$ cat config.mk
export PLATFORM = sky130hd
export DESIGN_NAME = serial_link_settings
export DESIGN_NICKNAME = d
export VERILOG_FILES = /design/src/core/serial_link_pkg.sv /design/src/core/ms_tick.sv /design/src/core/serial_link_settings.sv
export SDC_FILE = /design/constraint.sdc
export NUM_CORES = 1
export LEC_CHECK = 0
export ABC_AREA = 1
export ABC_CLOCK_PERIOD_IN_PS = 4680
export BUFFER_PORTS_ARGS = -buffer_cell sky130_fd_sc_hd__buf_2
export CORE_UTILIZATION = 41
export DETAILED_ROUTE_END_ITERATION = 16
export PLACE_DENSITY_LB_ADDON = 0.2
export SLEW_MARGIN = 20
export SYNTH_ARGS = -nofsm -noshare
export SYNTH_HDL_FRONTEND = slang
export SYNTH_SLANG_ARGS = --single-unit
$ cat constraint.sdc
create_clock -name clk_sys -period 4.68 [get_ports clk_sys]
set_clock_uncertainty 0.05 [all_clocks]
set_input_delay 0.234 -clock clk_sys [delete_from_list [all_inputs] [get_ports clk_sys]]
set_output_delay 0.234 -clock clk_sys [all_outputs]
set_load 0.01 [all_outputs]
$ cat src/core/serial_link_pkg.sv
package serial_link_pkg;

   // register byte offsets on the wishbone bus
   localparam logic [3:0] reg_baud_all   = 4'h0;
   localparam logic [3:0] reg_baud_port1 = 4'h4;
   localparam logic [3:0] reg_baud_port2 = 4'h8;
   localparam logic [3:0] reg_flow       = 4'hc;
   localparam logic [3:0] reg_rx_timeout = 4'h0; // second bank, see addr bit 4
   localparam logic [4:0] adr_baud_all   = 5'h00;
   localparam logic [4:0] adr_baud_port1 = 5'h04;
   localparam logic [4:0] adr_baud_port2 = 5'h08;
   localparam logic [4:0] adr_flow       = 5'h0c;
   localparam logic [4:0] adr_timeout    = 5'h10;
   localparam logic [4:0] adr_status     = 5'h14;

   // reset values
   localparam logic [16:0] baud_default    = 17'h0e100; // 57600
   localparam logic [13:0] timeout_default = 14'h03e8;  // 1000 ms
   localparam logic [13:0] timeout_min     = 14'h0005;  // 5 ms
   localparam logic [13:0] timeout_max     = 14'h2710;  // 10000 ms
   localparam logic        flow_default    = 1'b0;

   // field layout of baud_all: two rates packed, port2 in upper half
   localparam int baud_w      = 17;
   localparam int both_flag   = 31;   // set: low 15 bits x8 / upper split
   localparam int timeout_w   = 14;

   // timing: one millisecond tick from 100 MHz
   localparam int clk_hz      = 100_000_000;
   localparam int tick_ms_den = 1000;
   localparam int cycles_per_ms = clk_hz / tick_ms_den;

   // port rates travel together
   typedef struct packed {
      logic [16:0] port1;
      logic [16:0] port2;
   } baud_pair_t;

   typedef enum logic [1:0] {
      rx_idle    = 2'b00,
      rx_collect = 2'b01,
      rx_discard = 2'b11
   } rx_state_t;

endpackage

$ cat src/core/ms_tick.sv
`timescale 1ns/100ps
`default_nettype none
module ms_tick #(
   parameter int cycles = serial_link_pkg::cycles_per_ms
) (
   // clock and reset
   input  wire logic clk_sys,
   input  wire logic rst_b,
   // restart and tick
   input  wire logic restart,
   output logic      tick
);
   // elaboration-time refusal of a divider that cannot count
   if (cycles < 1) begin
      $error("ms_tick needs at least one cycle");
   end

   logic [31:0] count;
   logic [31:0] next_count;

   // divider restarts with each character so a whole ms is counted
   always_comb begin
      next_count = count + 32'h1;
      if (restart || count == 32'(cycles - 1)) begin
         next_count = 32'h0;
      end
   end

   always_ff @(posedge clk_sys or negedge rst_b) begin
      if (!rst_b) begin
         count <= 32'h0;
      end else begin
         count <= next_count;
      end
   end

   assign tick = !restart && (count == 32'(cycles - 1));
endmodule
`default_nettype wire

$ cat src/core/serial_link_settings.sv
// The register addresses and the Wishbone interface to the registers were chosen for this implementation.
`timescale 1ns/100ps
`default_nettype none
module serial_link_settings #(
   parameter int cycles_per_ms = serial_link_pkg::cycles_per_ms
) (
   // clock and reset
   input  wire logic        clk_sys,
   input  wire logic        rst_b,
   // classic wishbone slave
   input  wire logic        wb_cyc_i,
   input  wire logic        wb_stb_i,
   input  wire logic        wb_we_i,
   input  wire logic [4:0]  wb_adr_i,
   input  wire logic [3:0]  wb_sel_i,
   input  wire logic [31:0] wb_dat_i,
   output logic [31:0]      wb_dat_o,
   output logic             wb_ack_o,
   output logic             wb_err_o,
   // receiver side, same clock
   input  wire logic        rx_char_valid,
   // serial pins and receive fifo full flag
   input  wire logic        cts_pin_b,
   output logic             rts_pin_b,
   input  wire logic        rx_fifo_full,
   // applied settings
   output logic [16:0]      baud_port1,
   output logic [16:0]      baud_port2,
   output logic             flow_enable,
   output logic             discard_partial,
   output logic             tx_allowed
);
   // elaboration-time refusal of a tick rate the divider cannot serve
   if (cycles_per_ms < 1) begin
      $error("cycles_per_ms must be at least one");
   end

   serial_link_pkg::baud_pair_t baud;
   serial_link_pkg::baud_pair_t next_baud;
   logic                        flow;
   logic                        next_flow;
   logic [13:0]                 timeout;
   logic [13:0]                 next_timeout;
   logic [13:0]                 ms_count;
   logic [13:0]                 next_ms_count;
   serial_link_pkg::rx_state_t  state;
   serial_link_pkg::rx_state_t  next_state;
   logic                        discard_seen;
   logic                        next_discard_seen;
   logic                        ack;
   logic                        next_ack;
   logic                        err;
   logic                        next_err;
   logic [31:0]                 rdata;
   logic [31:0]                 next_rdata;
   logic                        cts_meta;
   logic                        cts_sync_b;
   logic                        tick;
   logic                        req;
   logic                        full_word;

   // cts pin crosses in from outside: two flops before use
   always_ff @(posedge clk_sys or negedge rst_b) begin
      if (!rst_b) begin
         cts_meta   <= 1'b1;
         cts_sync_b <= 1'b1;
      end else begin
         cts_meta   <= cts_pin_b;
         cts_sync_b <= cts_meta;
      end
   end

   ms_tick #(
      .cycles(cycles_per_ms)
   ) u_tick (
      .clk_sys(clk_sys),
      .rst_b  (rst_b),
      .restart(rx_char_valid),
      .tick   (tick)
   );

   // new request only while no answer is pending, so ack drops next cycle
   assign req       = wb_cyc_i && wb_stb_i && !wb_ack_o && !wb_err_o;
   assign full_word = (wb_sel_i == 4'hf);

   // register writes and reads; partial-lane writes are ignored, except at flow, which needs only lane 0
   always_comb begin
      next_baud    = baud;
      next_flow    = flow;
      next_timeout = timeout;
      next_ack     = 1'b0;
      next_err     = 1'b0;
      next_rdata   = 32'h0;
      if (req) begin
         next_ack = 1'b1;
         case (wb_adr_i)
            serial_link_pkg::adr_baud_all: begin
               if (wb_we_i && full_word) begin
                  if (wb_dat_i[serial_link_pkg::both_flag]) begin
                     // packed pair in units of 8 baud; top unit bit of each half overflows 17 bits, dropped
                     next_baud.port1 = {wb_dat_i[13:0], 3'b000};
                     next_baud.port2 = {wb_dat_i[28:15], 3'b000};
                  end else begin
                     next_baud.port1 = wb_dat_i[16:0];
                     next_baud.port2 = wb_dat_i[16:0];
                  end
               end
               next_rdata = {15'h0, baud.port1};
            end
            serial_link_pkg::adr_baud_port1: begin
               if (wb_we_i && full_word) begin
                  next_baud.port1 = wb_dat_i[16:0];
               end
               next_rdata = {15'h0, baud.port1};
            end
            serial_link_pkg::adr_baud_port2: begin
               if (wb_we_i && full_word) begin
                  next_baud.port2 = wb_dat_i[16:0];
               end
               next_rdata = {15'h0, baud.port2};
            end
            serial_link_pkg::adr_flow: begin
               if (wb_we_i && wb_sel_i[0]) begin
                  next_flow = wb_dat_i[0];
               end
               next_rdata = {31'h0, flow};
            end
            serial_link_pkg::adr_timeout: begin
               // out-of-range values are refused, old value kept
               if (wb_we_i && full_word && wb_dat_i[31:14] == 18'h0 &&
                   wb_dat_i[13:0] >= serial_link_pkg::timeout_min &&
                   wb_dat_i[13:0] <= serial_link_pkg::timeout_max) begin
                  next_timeout = wb_dat_i[13:0];
               end
               next_rdata = {18'h0, timeout};
            end
            serial_link_pkg::adr_status: begin
               next_rdata = {29'h0, discard_seen, state == serial_link_pkg::rx_collect, !cts_sync_b};
            end
            default: begin
               next_ack = 1'b0;
               next_err = 1'b1;
            end
         endcase
      end
   end

   // receive timeout machine: timer restarts per character
   always_comb begin
      next_state        = state;
      next_ms_count     = ms_count;
      next_discard_seen = discard_seen;
      case (state)
         serial_link_pkg::rx_idle: begin
            if (rx_char_valid) begin
               next_state    = serial_link_pkg::rx_collect;
               next_ms_count = 14'h0;
            end
         end
         serial_link_pkg::rx_collect: begin
            if (rx_char_valid) begin
               next_ms_count = 14'h0;
            end else if (tick) begin
               next_ms_count = ms_count + 14'h1;
               if (ms_count + 14'h1 >= timeout) begin
                  next_state = serial_link_pkg::rx_discard;
               end
            end
         end
         serial_link_pkg::rx_discard: begin
            next_state        = serial_link_pkg::rx_idle;
            next_discard_seen = 1'b1;
            // a char landing in the discard cycle opens a fresh command
            if (rx_char_valid) begin
               next_state    = serial_link_pkg::rx_collect;
               next_ms_count = 14'h0;
            end
         end
         default: begin
            next_state = serial_link_pkg::rx_idle;
         end
      endcase
      // status read clears sticky flag; a new discard in same cycle wins
      if (req && !wb_we_i && wb_adr_i == serial_link_pkg::adr_status &&
          state != serial_link_pkg::rx_discard) begin
         next_discard_seen = 1'b0;
      end
   end

   always_ff @(posedge clk_sys or negedge rst_b) begin
      if (!rst_b) begin
         baud.port1   <= serial_link_pkg::baud_default;
         baud.port2   <= serial_link_pkg::baud_default;
         flow         <= serial_link_pkg::flow_default;
         timeout      <= serial_link_pkg::timeout_default;
         ack          <= 1'b0;
         err          <= 1'b0;
         rdata        <= 32'h0;
         state        <= serial_link_pkg::rx_idle;
         ms_count     <= 14'h0;
         discard_seen <= 1'b0;
      end else begin
         baud         <= next_baud;
         flow         <= next_flow;
         timeout      <= next_timeout;
         ack          <= next_ack;
         err          <= next_err;
         rdata        <= next_rdata;
         state        <= next_state;
         ms_count     <= next_ms_count;
         discard_seen <= next_discard_seen;
      end
   end

   assign wb_ack_o        = ack;
   assign wb_err_o        = err;
   assign wb_dat_o        = rdata;
   assign baud_port1      = baud.port1;
   assign baud_port2      = baud.port2;
   assign flow_enable     = flow;
   assign discard_partial = (state == serial_link_pkg::rx_discard);
   // handshake only when enabled; host must match the mode
   assign rts_pin_b       = flow ? rx_fifo_full : 1'b0;
   assign tx_allowed      = flow ? !cts_sync_b : 1'b1;
endmodule
`default_nettype wire

======== Yosys cells after proc, flatten, opt, wreduce, memory -nomap -nowiden ========
Index checks and enable logic that the tools add are counted.
storage, ports and cells
  register bits after elaboration ......... 134
  output and inout port bits .............. 72
  logic and storage cells ................. 97
operators by class
  add/sub/neg operators ................... 2
  order comparisons ....................... 3
  eq/ne operators ......................... 19
  mux-type cells .......................... 26
  reductions and logical operators ........ 34
operators by type and width
  cell                                                                     number
  17-bit case mux with 5 select lines                                      1
  34-bit two-way mux                                                       2
  17-bit case mux with 2 select lines                                      2
  14-bit two-way mux                                                       3
  17-bit two-way mux                                                       2
  32-bit by 1-bit adder with 32-bit output (second input constant)         1
  32-bit by 17-bit == test with 1-bit output (second input constant)       1
  32-bit two-way mux                                                       1
  14-bit case mux with 2 select lines                                      1
  18-bit zero test                                                         1
  14-bit by 1-bit adder with 14-bit output (second input constant)         1
  14-bit >= comparator                                                     1
  14-bit by 3-bit >= comparator with 1-bit output (second input constant)  1
  14-bit less-or-equal comparator (second input constant)                  1
  2-bit inequality test (second input constant)                            7
  1-bit logical AND                                                        12
  4-bit AND reduction                                                      3
  5-bit by 4-bit == test with 1-bit output (second input constant)         2
  5-bit == test (second input constant)                                    2
  1-bit two-way mux                                                        9
  3-bit AND reduction                                                      3
  2-bit two-way mux                                                        4
  2-bit nonzero test                                                       4
  2-bit case mux with 3 select lines                                       1
  12 further kinds                                                         18

======== Depth between registers and ports, before layout ========
  depth after elaboration ................. 7
  depth in mapped cells ................... 18
  depth with buffers taken out ............ 18

======== Cells and area by module ========
Synthesis repeated with hierarchy kept, for this count alone.
second synthesis, totals
  cell total of the unflattened synthesis .. 978
  area total of the unflattened synthesis .. 7199.4 um^2
modules (own cells, without submodules)
  module                times used  cells an instance  area an instance (um^2)
  serial_link_settings  1           661                5141.2
  ms_tick               1           317                2058.2

======== Worst setup path before layout ========
No wires, ideal clock.
  path type ............................... flip-flop to flip-flop
  start point ............................. reg ms_count[0]
  end point ............................... reg state[1]
  setup time .............................. 0.117 ns
  data arrival time ....................... 1.966 ns
  slack ................................... 2.548 ns
  stages on the path, launching flop included .. 18
  buffers on the path ..................... 0
  period minus slack after synthesis ...... 2.132 ns
  path through ............................ dfrtp_1 ha_1 nand2_1 nor2_1 nand3_1 nand2_1 nand2_1 ha_1 nand2_1 inv_1 nand3_1 nor2_1 nor2_1 nand3_1 nand2_1 nand2_1 nand2_1 nand2_1
between the ends
  longest elaborated chain between the ends .. 4
RTL lines
  what                                                               line                         RTL
  start: declaration                                                 serial_link_settings.sv:44   logic [13:0] ms_count;
  start signal: assignment                                           serial_link_settings.sv:210  ms_count <= next_ms_count;
  14-bit by 1-bit adder with 14-bit output                           serial_link_settings.sv:165  if (ms_count + 14'h1 >= timeout) begin
  14-bit >= comparator                                               serial_link_settings.sv:165
  2-bit by 1-bit inequality test with 1-bit output (no source line)  n/a
  4-bit AND reduction (no source line)                               n/a
  end signal: assignment                                             serial_link_settings.sv:199  state <= serial_link_pkg::rx_idle;
  end signal: assignment                                             serial_link_settings.sv:209  state <= next_state;
  end: declaration                                                   serial_link_settings.sv:46   serial_link_pkg::rx_state_t state;
Every way passes these cells.
A chain may end at the register's enable or synchronous reset.

======== Final worst setup path ========
Same ends and word-level chain as after synthesis.

==> flow_summary.ini <==
[drt]
via_per_inst = 5.05
wl_mm = 19.1
drtIter0Drc = 588
drt_pass1_iterations = 5
via_count = 6476
routedWlPerCell_um = 14.9
route.detailed.drc = 0
postRouteAntennaNets = 0

[yosys]
synth_edf_count = 0
synth_ff_type = dfrtp_1
ys_seq_area_frac = 0.425
synth_top_area_frac = 0.366
synth.most_common_cell = nand2_1
syn_avg_cell_area_sq_um = 7.43
ys_warn_count = 0
synth_area_leader_cell = dfrtp_1
synth.distinct_cells = 41
async_reset_ff_frac = 1.00
synthTopCellsByCount = 225 x nand2_1, 153 x inv_1, 116 x nor2_1, 103 x dfrtp_1, 50 x o21ai_0
ys_ff_latch = 119
syn_inst = 949
syn_area_sq_um = 7050
yosys-top-cells-area = dfrtp_1 37%, nand2_1 12%, inv_1 8.1%

[setup_path]
crit_fanout = 5
cp-end-kind = register
cp.required_ps = 4940
cpMostUsedCell = nand2_1
worstSetupPathType = register to register
cp.arrival_ps = 2680
critPathLaunchType = register
r2r_slack_ps = 2260
r2r_start = ms_count[0]
max_stage_delay_ps = 400
worstPathCellList = ha_1 -> nand2_1 -> nor2_1 -> nand3_1 -> nand2_1 -> nand2_1 -> ha_1 -> nand2_1 -> inv_1 -> nand3_1 -> nor2_1 -> nor2_1 -> nand3_1 -> nand2_1 -> nand2_1 -> nand2_1 -> nand2_1
r2r_cells = 17
timing.rr.end = state[1]
cpMaxStageDelayCell = dfrtp_1

[sta]
fin_crit_sh = 0.517
timing.hold.ws_ps = 62.4
hold_viol_final = 0
rsz0062_at_grt = no
maxSlewViolCount = 0
period_minus_slack_ps = 2420
worst_pin_slew_ps = 1150
clock.fmax_mhz = 413
timing.setup.tns_ps = 0
finalSetupViolations = 0
slew_headroom = 0.229

[placement]
gp_congestion = 0.911
dpl.hpwl_mm = 14.1
io_buffers = 105
placed_cells = 1249

[floorplan]
die_area_sq_um = 17700
die_w_um = 133
io_pins = 121
die_y_um = 133
rows = 47
start_util = 0.422
core_sq_um = 16700

[clock_network]
clk_path_buf_depth = 2
cts_tree = built
numCtsBuffers = 17
clock_latency_ps = 420
numClockSinks = 119
clk_pin_slew_ps = 60
cts_root_buf = clkbuf_16
postCtsSetupBuffers = 0
h-tree-depth = 4

[power]
p_per_area_nw_per_um2 = 336
p_leak_nw = 4.25
finalPower_mw = 2.78
vdd_drop_max_v = 0.000262

[hold_path]
hold_end = baud_port1[4]
hold_depth = 3
hold_start = wb_dat_i[1]
hp-class = input port to register

[grt]
grt_max_degree = 71
track_usage = 0.227
grt_pass1_wl_mm = 31.6
antenna_found_initial = 0
grt_pass1_vias = 6278
gr-total-overflow = 0

[status]
status = finished clean

[finish]
fin_util = 0.496
drive_gt1_frac = 0.162
syn_to_final_growth_pct = 17.6
final.fill_count = 1708
num_antenna_cells = 0
fin_cells = 1283
fin_nets = 1119

[job]
drv_cap = 0
-- metrics by stage --
step,setup slack [ps],instance area [sq um]
after global placement,2320,7680
final,2260,8290
after global routing,1970,8290
after CTS,2260,8290
after floorplan,2550,7100
after detailed placement,2260,7680
-- logic make-up after synthesis --
group,Yosys count,share of synthesized area
AO/OA/AOI/OAI,124,0.0998
XOR/XNOR,26,0.0323
adder cells (fa/ha/maj),20,0.0355
buffers and inverters,198,0.119
flip-flops,119,0.425
other,1,0.000532
AND/OR/NAND/NOR,461,0.287
-- layout make-up --
type	count	area, sq um	share of cell area
Tap cell	220	275	0.0332
Clock buffer	20	437	0.0527
Multi-Input combinational cell	646	3270	0.394
Sequential cell	119	3000	0.362
Timing Repair Buffer	111	578	0.0697
Inverter	155	582	0.0702
Clock inverter	12	153	0.0184
-- worst max-delay path: cells and delay by family, from the launching register on --
family                     cells  cell delay (ps)
and+or+nand+nor               14             1260
adders and majority gates      2              550
DFF                            1              400
buffers and inverters          1               40
-- worst max-delay path by stage --
| stage | start | end | slack, ps | depth (start not counted) |
|---|---|---|---|---|
| final | ms_count[0] | state[1] | 2260 | 17 |
| after CTS | ms_count[0] | state[1] | 2260 | 17 |
| after floorplan | ms_count[0] | state[1] | 2550 | 17 |
| after global placement | wb_adr_i[1] | baud_port1[0] | 2320 | 9 |
| after global routing | ms_count[0] | state[0] | 1970 | 17 |
| after detailed placement | wb_adr_i[1] | baud_port1[2] | 2260 | 9 |
-- where the power goes --
part	switching, mW	internal (mW)
Clock	0.487	0.835
Combinational	0.263	0.107
Sequential	0.0281	1.06
-- state kept, by name, summed over array words and instances, names as in the netlist --
register / count
flow_enable: 1
wb_err_o: 1
cts_meta: 1
wb_ack_o: 1
u_tick.count: 32
timeout: 14
baud_port2: 17
ms_count: 14
baud_port1: 17
discard_seen: 1
wb_dat_o: 17
cts_sync_b: 1
state: 2
-- cell usage in the layout (no fill, tap or decap), types with 5 or more instances in the layout --
cell and n:
a21oi_1 27, buf_2 104, buf_4 5, clkbuf_16 17, conb_1 15, dfrtp_1 103
dfstp_2 16, ha_1 20, inv_1 153, nand2_1 224, nand3_1 27, nand4_1 44
nor2_1 116, nor3_1 25, o211ai_1 5, o21ai_0 50, o221ai_1 5, o22ai_1 24
xor2_1 23
-- layer usage --
layer | share of wire | routed length (um) | up-vias | track usage
met4 | 0.014 | 263 | 0 | 0.0694
li1 | - | - | 3216 | -
met3 | 0.046 | 873 | 27 | 0.0506
met1 | 0.48 | 9260 | 3053 | 0.315
met2 | 0.46 | 8710 | 180 | 0.353
met5 | 0 | 0 | - | 0
-- what timing repair did --
| item | 4_1_cts | 5_1_grt |
|---|---|---|
| resized for setup | 0 | 0 |
| setup endpoints to repair | 0 | 0 |
| hold endpoints to repair | 42 | 0 |
| hold buffers | 2 | 0 |
No activity file was read; power rests on OpenSTA's default activity.
